### config.mk
export PLATFORM = sky130hd
export DESIGN_NAME = beep_tone_generator
export DESIGN_NICKNAME = d
export VERILOG_FILES = /design/src/design/beep_tone_generator.v /design/src/design/tone_level_scaler.v /design/src/design/tone_oscillator.v
export VERILOG_INCLUDE_DIRS = /design/src /design/src/design
export SDC_FILE = /design/constraint.sdc
export NUM_CORES = 2
export LEC_CHECK = 0
export ABC_AREA = 1
export BUFFER_PORTS_ARGS = -buffer_cell sky130_fd_sc_hd__clkbuf_2
export CORE_UTILIZATION = 60
export CTS_CLUSTER_SIZE = 25
export DETAILED_ROUTE_END_ITERATION = 10
export PLACE_DENSITY = 0.77
export SYNTH_ARGS = -nofsm -noshare
export SYNTH_HDL_FRONTEND = slang
export SYNTH_SLANG_ARGS = --single-unit
### constraint.sdc
create_clock -name clk_sys_i -period 13.9 [get_ports clk_sys_i]
set_input_delay 0 -clock clk_sys_i [delete_from_list [all_inputs] [get_ports clk_sys_i]]
set_output_delay 0 -clock clk_sys_i [all_outputs]
set_load 0.03 [all_outputs]
### src/design/beep_tone_map.vh
/*
 * Register map, field positions and reset values of the beep tone
 * generator byte registers, plus the processing-mode code it needs.
 * Assumes an 8-bit register space addressed by an 8-bit offset.
 */
// Behaviour
// RL1: setting enable bit 7 starts the tone; hardware clears it when done
// RL2: enable bit reads zero after reset; no tone while it is zero
// RL3: six-bit level, code zero is +2 dB, minus 1 dB per code step
// RL4: host writes only the reset value into reserved bit 6
// RL5: 24-bit length from three bytes; tone lasts exactly that many samples
// RL6: length bytes reset to 0x00, 0x00 and 0xEE
// RL7: 16-bit sine coefficient in two bytes, reset 0x10 and 0xD8
// RL8: 16-bit cosine coefficient in two bytes, reset 0x7E and 0xE3
// RL9: tone only produced in processing-block mode twenty-five
// RL10: recursive oscillator makes each sample, then level scaling
// RL11: counter loads length, counts down per sample, stops at zero
`ifndef BEEP_TONE_MAP_VH
`define BEEP_TONE_MAP_VH

// ----------------------------------------------------------------
// register offsets
// ----------------------------------------------------------------
`define TONE_CONTROL_ADDR        8'h47
`define TONE_RSVD_ADDR           8'h48
`define TONE_LENGTH_HIGH_ADDR    8'h49
`define TONE_LENGTH_MIDDLE_ADDR  8'h4A
`define TONE_LENGTH_LOW_ADDR     8'h4B
`define TONE_SINE_HIGH_ADDR      8'h4C
`define TONE_SINE_LOW_ADDR       8'h4D
`define TONE_COSINE_HIGH_ADDR    8'h4E
`define TONE_COSINE_LOW_ADDR     8'h4F

// ----------------------------------------------------------------
// field positions
// ----------------------------------------------------------------
`define TONE_ENABLE_BIT          7
`define TONE_RSVD_BIT            6
`define TONE_LEVEL_MSB           5
`define TONE_LEVEL_LSB           0

// ----------------------------------------------------------------
// reset values and unmapped read value
// ----------------------------------------------------------------
`define TONE_CONTROL_RST         8'h00
`define TONE_RSVD_RST            8'h00
`define TONE_LENGTH_HIGH_RST     8'h00
`define TONE_LENGTH_MIDDLE_RST   8'h00
`define TONE_LENGTH_LOW_RST      8'hEE
`define TONE_SINE_HIGH_RST       8'h10
`define TONE_SINE_LOW_RST        8'hD8
`define TONE_COSINE_HIGH_RST     8'h7E
`define TONE_COSINE_LOW_RST      8'hE3
`define UNMAPPED_READ_VALUE      8'h00

// ----------------------------------------------------------------
// processing mode and level scaling
// ----------------------------------------------------------------
`define DAC_PROCESSING_BLOCK_TWENTYFIVE 5'h19
`define LEVEL_OFFSET             7'h04
`define LEVEL_STEPS_PER_SHIFT    7'h06
`define LEVEL_BASE_SHIFT         6'h0E

`endif

### src/design/beep_tone_generator.v
/*
 * Beep tone generator of the DAC playback path: byte register file,
 * duration counter, recursive oscillator and level scaling.
 * Assumes a host byte register port synchronous to clk_sys_i and a
 * one-cycle sample tick per DAC word clock from the playback path.
 */
`timescale 1ns/1ps
`include "beep_tone_map.vh"

module beep_tone_generator #(
   parameter LENGTH_WIDTH = 24,    // duration counter width
   parameter MODE_WIDTH   = 5      // processing-block selector width
) (
   input  wire                  clk_sys_i,    // system clock, 40 MHz
   input  wire                  rstn_i,       // async reset, active low
   input  wire                  ce_i,         // clock enable, freezes all
   input  wire [7:0]            reg_addr_i,   // register offset
   input  wire                  reg_wr_i,     // write strobe
   input  wire [7:0]            reg_wdata_i,  // write data
   input  wire                  reg_rd_i,     // read strobe
   output reg  [7:0]            reg_rdata_o,  // read data, next cycle
   output reg                   reg_rvalid_o, // read data valid pulse
   input  wire                  sample_tick_i, // one pulse per DAC sample
   input  wire [MODE_WIDTH-1:0] playback_processing_block_i, // mode
   output wire                  tone_valid_o, // tone sample strobe
   output wire [15:0]           tone_sample_o, // scaled tone sample
   output reg                   tone_active_o // beep in progress
);

   // ----------------------------------------------------------------
   // register storage
   // ----------------------------------------------------------------
   reg                    enable;         // control bit 7
   reg                    rsvd_bit;       // control bit 6, plain storage
   reg  [5:0]             level;          // control bits 5..0
   reg  [7:0]             rsvd_byte;      // reserved byte after control
   reg  [7:0]             length_high;
   reg  [7:0]             length_middle;
   reg  [7:0]             length_low;
   reg  [7:0]             sine_high;
   reg  [7:0]             sine_low;
   reg  [7:0]             cosine_high;
   reg  [7:0]             cosine_low;

   reg  [LENGTH_WIDTH-1:0] remaining;     // samples still to emit
   reg  [7:0]              next_rdata;

   wire                    wr_control;
   wire                    host_start;
   wire                    host_stop;
   wire                    mode_ok;
   wire                    sample_go;
   wire                    last_sample;
   wire [LENGTH_WIDTH-1:0] length_total;
   wire                    length_zero;
   wire [15:0]             sine_coeff;
   wire [15:0]             cosine_coeff;
   wire [15:0]             osc_sample;

   // ----------------------------------------------------------------
   // decode and derived terms
   // ----------------------------------------------------------------
   // RL5: three bytes form one count
   assign length_total = {length_high, length_middle, length_low};
   assign length_zero  = (length_total == {LENGTH_WIDTH{1'b0}});
   // RL7: sine coefficient from two bytes
   assign sine_coeff   = {sine_high, sine_low};
   // RL8: cosine coefficient from two bytes
   assign cosine_coeff = {cosine_high, cosine_low};

   assign wr_control = reg_wr_i && (reg_addr_i == `TONE_CONTROL_ADDR);
   // RL1: rising write of the enable bit
   assign host_start = wr_control && reg_wdata_i[`TONE_ENABLE_BIT] &&
                       !enable && !length_zero;
   // a zero write while running aborts the beep
   assign host_stop  = wr_control && !reg_wdata_i[`TONE_ENABLE_BIT];

   // RL9: only the one processing mode may beep
   assign mode_ok = (playback_processing_block_i ==
                     `DAC_PROCESSING_BLOCK_TWENTYFIVE);

   // RL2: no samples without enable
   assign sample_go   = enable && mode_ok && sample_tick_i;
   // RL11: final sample when one is left
   assign last_sample = sample_go &&
                        (remaining == {{(LENGTH_WIDTH-1){1'b0}}, 1'b1});

   // ----------------------------------------------------------------
   // control register
   // ----------------------------------------------------------------
   // enable: host start needs enable clear, so it never meets the self-clear;
   // a restart written as the old beep ends is lost
   always @(posedge clk_sys_i or negedge rstn_i) begin
      if (!rstn_i) begin
         // RL2: enable clear after reset
         enable   <= 1'b0;
         rsvd_bit <= 1'b0;
         level    <= 6'h00;
      end else if (ce_i) begin
         if (wr_control) begin
            // RL4: bit 6 kept as written; host keeps it at zero
            rsvd_bit <= reg_wdata_i[`TONE_RSVD_BIT];
            // RL3: level code stored for the scaler
            level    <= reg_wdata_i[`TONE_LEVEL_MSB:`TONE_LEVEL_LSB];
         end
         if (host_start) begin
            enable <= 1'b1;
         end else if (host_stop) begin
            enable <= 1'b0;
         end else if (last_sample) begin
            // RL1: self-clear at end of duration
            enable <= 1'b0;
         end
      end
   end

   // ----------------------------------------------------------------
   // data registers
   // ----------------------------------------------------------------
   // cosine acts live, sine is taken only at start; length is latched only at start
   always @(posedge clk_sys_i or negedge rstn_i) begin
      if (!rstn_i) begin
         rsvd_byte     <= `TONE_RSVD_RST;
         // RL6: length reset bytes
         length_high   <= `TONE_LENGTH_HIGH_RST;
         length_middle <= `TONE_LENGTH_MIDDLE_RST;
         length_low    <= `TONE_LENGTH_LOW_RST;
         // RL7: sine reset bytes
         sine_high     <= `TONE_SINE_HIGH_RST;
         sine_low      <= `TONE_SINE_LOW_RST;
         // RL8: cosine reset bytes
         cosine_high   <= `TONE_COSINE_HIGH_RST;
         cosine_low    <= `TONE_COSINE_LOW_RST;
      end else if (ce_i && reg_wr_i) begin
         case (reg_addr_i)
            `TONE_RSVD_ADDR:          rsvd_byte     <= reg_wdata_i;
            `TONE_LENGTH_HIGH_ADDR:   length_high   <= reg_wdata_i;
            `TONE_LENGTH_MIDDLE_ADDR: length_middle <= reg_wdata_i;
            `TONE_LENGTH_LOW_ADDR:    length_low    <= reg_wdata_i;
            `TONE_SINE_HIGH_ADDR:     sine_high     <= reg_wdata_i;
            `TONE_SINE_LOW_ADDR:      sine_low      <= reg_wdata_i;
            `TONE_COSINE_HIGH_ADDR:   cosine_high   <= reg_wdata_i;
            `TONE_COSINE_LOW_ADDR:    cosine_low    <= reg_wdata_i;
            default: begin
            end
         endcase
      end
   end

   // ----------------------------------------------------------------
   // duration counter
   // ----------------------------------------------------------------
   // RL11: load at start, one count per emitted sample
   always @(posedge clk_sys_i or negedge rstn_i) begin
      if (!rstn_i) begin
         remaining <= {LENGTH_WIDTH{1'b0}};
      end else if (ce_i) begin
         if (host_start) begin
            // RL5: exactly length_total samples follow
            remaining <= length_total;
         end else if (host_stop) begin
            remaining <= {LENGTH_WIDTH{1'b0}};
         end else if (sample_go) begin
            remaining <= remaining - {{(LENGTH_WIDTH-1){1'b0}}, 1'b1};
         end
      end
   end

   // busy flag follows the enable bit
   always @(posedge clk_sys_i or negedge rstn_i) begin
      if (!rstn_i) begin
         tone_active_o <= 1'b0;
      end else if (ce_i) begin
         if (host_start) begin
            tone_active_o <= 1'b1;
         end else if (host_stop || last_sample) begin
            tone_active_o <= 1'b0;
         end
      end
   end

   // ----------------------------------------------------------------
   // register read
   // ----------------------------------------------------------------
   // control reads back the live enable, so software can poll the end
   always @* begin
      next_rdata = `UNMAPPED_READ_VALUE;
      case (reg_addr_i)
         `TONE_CONTROL_ADDR:       next_rdata = {enable, rsvd_bit, level};
         `TONE_RSVD_ADDR:          next_rdata = rsvd_byte;
         `TONE_LENGTH_HIGH_ADDR:   next_rdata = length_high;
         `TONE_LENGTH_MIDDLE_ADDR: next_rdata = length_middle;
         `TONE_LENGTH_LOW_ADDR:    next_rdata = length_low;
         `TONE_SINE_HIGH_ADDR:     next_rdata = sine_high;
         `TONE_SINE_LOW_ADDR:      next_rdata = sine_low;
         `TONE_COSINE_HIGH_ADDR:   next_rdata = cosine_high;
         `TONE_COSINE_LOW_ADDR:    next_rdata = cosine_low;
         default:                  next_rdata = `UNMAPPED_READ_VALUE;
      endcase
   end

   // read data registered one cycle after the strobe
   always @(posedge clk_sys_i or negedge rstn_i) begin
      if (!rstn_i) begin
         reg_rdata_o  <= 8'h00;
         reg_rvalid_o <= 1'b0;
      end else if (ce_i) begin
         reg_rvalid_o <= reg_rd_i;
         if (reg_rd_i) begin
            reg_rdata_o <= next_rdata;
         end
      end
   end

   // ----------------------------------------------------------------
   // oscillator and level scaling
   // ----------------------------------------------------------------
   // RL10: one oscillator step per emitted sample
   tone_oscillator u_osc (
      .clk_sys_i (clk_sys_i),
      .rstn_i    (rstn_i),
      .ce_i      (ce_i),
      .load_i    (host_start),
      .step_i    (sample_go),
      .sine_i    (sine_coeff),
      .cosine_i  (cosine_coeff),
      .sample_o  (osc_sample)
   );

   // RL10: scale by the level before output
   // RL2: silence forced while disabled
   tone_level_scaler u_scale (
      .clk_sys_i    (clk_sys_i),
      .rstn_i       (rstn_i),
      .ce_i         (ce_i),
      .clear_i      (!enable),
      .in_valid_i   (sample_go),
      .in_sample_i  (osc_sample),
      .level_i      (level),
      .out_valid_o  (tone_valid_o),
      .out_sample_o (tone_sample_o)
   );

endmodule

### src/design/tone_level_scaler.v
/*
 * Scales one oscillator sample by the six-bit level code.
 * Assumes one valid sample at most per clock; result one cycle later.
 */
`timescale 1ns/1ps
`include "beep_tone_map.vh"

module tone_level_scaler (
   input  wire        clk_sys_i,   // system clock
   input  wire        rstn_i,      // async reset, active low
   input  wire        ce_i,        // clock enable
   input  wire        clear_i,     // force silence
   input  wire        in_valid_i,  // sample present
   input  wire [15:0] in_sample_i, // raw sample
   input  wire [5:0]  level_i,     // level code
   output reg         out_valid_o, // scaled sample strobe
   output reg  [15:0] out_sample_o // scaled sample
);

   wire [6:0]         steps;
   wire [6:0]         coarse;
   wire [6:0]         fine;
   wire [5:0]         shift;
   reg  [15:0]        mant;
   wire signed [32:0] prod;
   wire signed [32:0] scaled;
   wire [15:0]        sat;

   // ----------------------------------------------------------------
   // gain = 2 * 10^(-fine/20) * 2^-coarse, 6 dB per shift
   // ----------------------------------------------------------------
   // RL3: code zero is +2 dB, one dB per step
   assign steps  = {1'b0, level_i} + `LEVEL_OFFSET;
   assign coarse = steps / `LEVEL_STEPS_PER_SHIFT;
   assign fine   = steps % `LEVEL_STEPS_PER_SHIFT;
   assign shift  = `LEVEL_BASE_SHIFT + coarse[5:0];

   // fine dB table, Q1.15; 6 dB per shift is a 0.02 dB approximation
   always @* begin
      case (fine[2:0])
         3'h0:    mant = 16'h7FFF;
         3'h1:    mant = 16'h7214;
         3'h2:    mant = 16'h65AC;
         3'h3:    mant = 16'h5A9D;
         3'h4:    mant = 16'h50C3;
         3'h5:    mant = 16'h47FB;
         default: mant = 16'h7FFF;
      endcase
   end

   assign prod   = $signed(in_sample_i) * $signed({1'b0, mant});
   assign scaled = prod >>> shift;
   // +2 dB can exceed full scale, so clip
   assign sat = (scaled > 33'sh0_0000_7FFF) ? 16'h7FFF :
                (scaled < -33'sh0_0000_8000) ? 16'h8000 :
                scaled[15:0];

   // output register; a valid sample beats a clear
   always @(posedge clk_sys_i or negedge rstn_i) begin
      if (!rstn_i) begin
         out_valid_o  <= 1'b0;
         out_sample_o <= 16'h0000;
      end else if (ce_i) begin
         out_valid_o <= in_valid_i;
         if (in_valid_i) begin
            out_sample_o <= sat;
         end else if (clear_i) begin
            out_sample_o <= 16'h0000;
         end
      end
   end

endmodule

### src/design/tone_oscillator.v
/*
 * Second-order recursive sine oscillator, Q1.15 arithmetic.
 * Assumes coefficients are sin(w) and cos(w) of the same angle and
 * that step pulses arrive once per DAC sample.
 */
`timescale 1ns/1ps
`include "beep_tone_map.vh"

module tone_oscillator (
   input  wire        clk_sys_i,   // system clock
   input  wire        rstn_i,      // async reset, active low
   input  wire        ce_i,        // clock enable
   input  wire        load_i,      // restart at phase zero
   input  wire        step_i,      // advance one sample
   input  wire [15:0] sine_i,      // sin(w), Q1.15
   input  wire [15:0] cosine_i,    // cos(w), Q1.15
   output reg  [15:0] sample_o     // current sample y[n]
);

   reg  [15:0]        prev;        // y[n-1]
   wire signed [33:0] prod;
   wire signed [33:0] next_wide;
   wire [15:0]        next_sample;

   // ----------------------------------------------------------------
   // y[n+1] = 2 cos(w) y[n] - y[n-1]
   // ----------------------------------------------------------------
   // RL10: recursion with the cosine coefficient; sine only seeds y[-1]
   assign prod      = $signed(cosine_i) * $signed(sample_o);
   assign next_wide = (prod >>> 14) - $signed({{18{prev[15]}}, prev});
   // saturate: rounding may push a full-scale peak past 0x7FFF
   assign next_sample = (next_wide > 34'sh0000_7FFF) ? 16'h7FFF :
                        (next_wide < -34'sh0000_8000) ? 16'h8000 :
                        next_wide[15:0];

   // state update; load seeds y[0]=0 and y[-1]=-sin(w)
   always @(posedge clk_sys_i or negedge rstn_i) begin
      if (!rstn_i) begin
         sample_o <= 16'h0000;
         prev     <= 16'h0000;
      end else if (ce_i) begin
         if (load_i) begin
            sample_o <= 16'h0000;
            prev     <= 16'h0000 - sine_i;
         end else if (step_i) begin
            sample_o <= next_sample;
            prev     <= sample_o;
         end
      end
   end

endmodule
==> results_dict.tcl <==
set metrics [dict create \
    cp_slowest_cell "fa_1" \
    max-slew-margin-rel_pct 17.5 \
    routed_wl_um 80000 \
    clk_latency_ns 0.45 \
    htreeDepth 4 \
    final_hold_viol_count 0 \
    slowest_delay_ns 0.93 \
    firstDrtPassIters 6 \
    final_nets 4502 \
    setup_viol 0 \
    wl_per_cell_um 18.1 \
    drtIter0Drc 2357 \
    design_area_mm2 0.0306 \
    final_cell_mix "910 x inv_1, 881 x nand2_1, 498 x fa_1" \
    synth.yosys.seq_area_share_pct 13.3 \
    synth_cells 3818 \
    worst_setup_path_start_kind "flip-flop" \
    portBuffers 53 \
    drive_gt1_share_pct 4.69 \
    ys_types 55 \
    path_clk_slew_ns 0.07 \
    grtUsageTotal_pct 33.6 \
    via_count 24600 \
    clockBufferDepth 2 \
    status "complete, no violations" \
    async_flop_share_pct 100 \
    ant_nets 0 \
    diodes 0 \
    cpMostUsedCell "nand2_1" \
    ys_ff_latch 155 \
    crit_fanout 41 \
    fill_cells 4209 \
    hpwlAfterDp_um 65000 \
    hold_class "primary input to flip-flop" \
    reg2reg_setup_slack_ns 2.05 \
    cap_violations 0 \
    period_needed_ns 11.85 \
    hold_slack_ns 0.0934 \
    tns_ns 0 \
    arrival_ns 12.18 \
    tightest_slew_ns 1.24 \
    rsz0062_at_grt "no" \
    place_congestion 0.989 \
    overflow 0 \
    start_util_pct 61.2 \
    final_common_cell "inv_1" \
    drv_slew 0 \
    synth_nets 4536 \
    grt_pass1_wl_um 132000 \
    place_area_mm2 0.0300 \
    netlist_area_mm2 0.0293 \
    grt_max_degree 96 \
    avgSynthCellArea_um2 7.68 \
    fin_crit_sh_pct 85.3 \
    cts_buffers 17 \
    synth_ff_type "dfrtp_1" \
    row_count 80 \
    drc 0 \
    ys.warnings.count 0 \
    clock-sinks 155 \
    skew_ns 0.0224 \
    die-area_mm2 0.0498 \
    antenna_found_initial 0 \
    die_x_um 223 \
    worst_setup_path_end_kind "flip-flop" \
    cts_tree "done" \
    fmax_ghz 0.0844 \
    root_buffer "clkbuf_16" \
    syn2layout_area_growth_pct 4.48 \
    viasPerCell 5.57 \
    worstSetupPathType "flip-flop to flip-flop" \
    fp.dieH_um 223 \
    grt_pass1_vias 25200 \
    io_pins 54 \
    core_area_mm2 0.0479 \
    synth_edf_count 0 \
    crit_required_ns 14.23 \
]
==> stage by stage <==
stage | instances | util, % | worst slack (ns)
after detailed placement | 4379 | 62.6 | 2.13
after global placement | 4379 | 62.6 | 2.35
final | 4412 | 63.9 | 2.05
after CTS | 4412 | 63.9 | 2.07
after global routing | 4412 | 63.9 | 0.886
after floorplan | 3818 | - | 4.06
==> registers in the layout, summed over array words and instances (netlist names), 6 cells and up <==
name and cells:
length_middle 8, remaining 24, reg_rdata_o 8, length_low 8, rsvd_byte 8, level 6
u_scale.out_sample_o 16, cosine_low 8, sine_high 8, u_osc.sample_o 16, sine_low 8, u_osc.prev 16
cosine_high 8, length_high 8
==> per-layer routing <==
| metal | track usage, % | vias to the layer above | wire, um |
|---|---|---|---|
| met2 | 55.7 | 1039 | 37900 |
| li1 | - | 11400 | - |
| met1 | 45.6 | 11900 | 32600 |
| met3 | 5.18 | 193 | 6640 |
| met5 | 0 | - | 0 |
| met4 | 10.7 | 0 | 2760 |
==> worst max-delay path: cells and delay by family (launching register included) <==
kind,cells,cell delay (ns)
compound gates,3,0.61
xor+xnor,2,0.66
fa+ha+maj,9,4.46
buf+inv,12,1.11
flops,1,0.51
simple gates,31,4.41
==> cell type report <==
type	instances	area [um2]	share of cell area (%)
inverters	928	3480	11.4
clock buffers	18	429	1.40
well taps	615	769	2.51
repair buffers	79	469	1.53
multi-input cells	2603	21400	69.8
flip-flops and latches	155	3910	12.8
clock inverters	14	195	0.637
==> final timing paths <==
kind | cells past startpoint | startpoint | end
setup / recovery | 57 | level[2] | u_scale.out_sample_o[9]
hold / removal | 4 | ce_i | reg_rvalid_o
setup reg to reg | 57 | level[2] | u_scale.out_sample_o[9]
hold reg to reg | 2 | u_scale.out_sample_o[6] | u_scale.out_sample_o[6]
max in group asynchronous | 3 | rstn_i | cosine_low[3]
min in group asynchronous | 2 | rstn_i | u_scale.out_sample_o[14]
==> logic make-up (layout without fill, tap and decap cells) <==
logic type / after synthesis / after routing / share of synthesized area [%]
compound gates: 434 / 434 / 8.35
xor+xnor: 106 / 106 / 3.19
fa+ha+maj: 691 / 691 / 42.2
buf+inv: 1060 / 1039 / 13.8
flops: 155 / 155 / 13.3
mux: 3 / 3 / 0.102
simple gates: 1369 / 1369 / 19.0
==> cells in the mapped netlist, types with 10 or more instances <==
cell type  count  share of area [%]
a31oi_1       10               0.21
o211ai_1      15               0.38
fa_1         498                 34
inv_2         11               0.14
o21ai_1       20               0.34
o21ai_0      193                3.3
nor3_1        33               0.56
xnor2_1       36                1.1
nor4_1        10               0.21
ha_1         193                8.2
a21o_1        16               0.41
nand2_1      881                 11
o22ai_1       31               0.66
buf_2         11               0.19
nand4_1       16               0.34
xor2_1        69                2.1
dfstp_2       22                2.0
dfrtp_1      133                 11
a21oi_1      106                1.8
nor2_1       234                3.0
inv_1        910                 12
nand3_1      167                2.9
clkbuf_1     106                1.4
==> what timing repair did <==
| item | CTS | global route |
|---|---|---|
| resized for setup | 0 | 0 |
| buffers inserted | 0 | 0 |
| hold buffers | 1 | 0 |
| endpoints found under the hold margin | 84 | 0 |
Power is left out: the tool's default activity adds up to more than one toggle a clock period on the data nets, which glitch-free logic cannot reach.
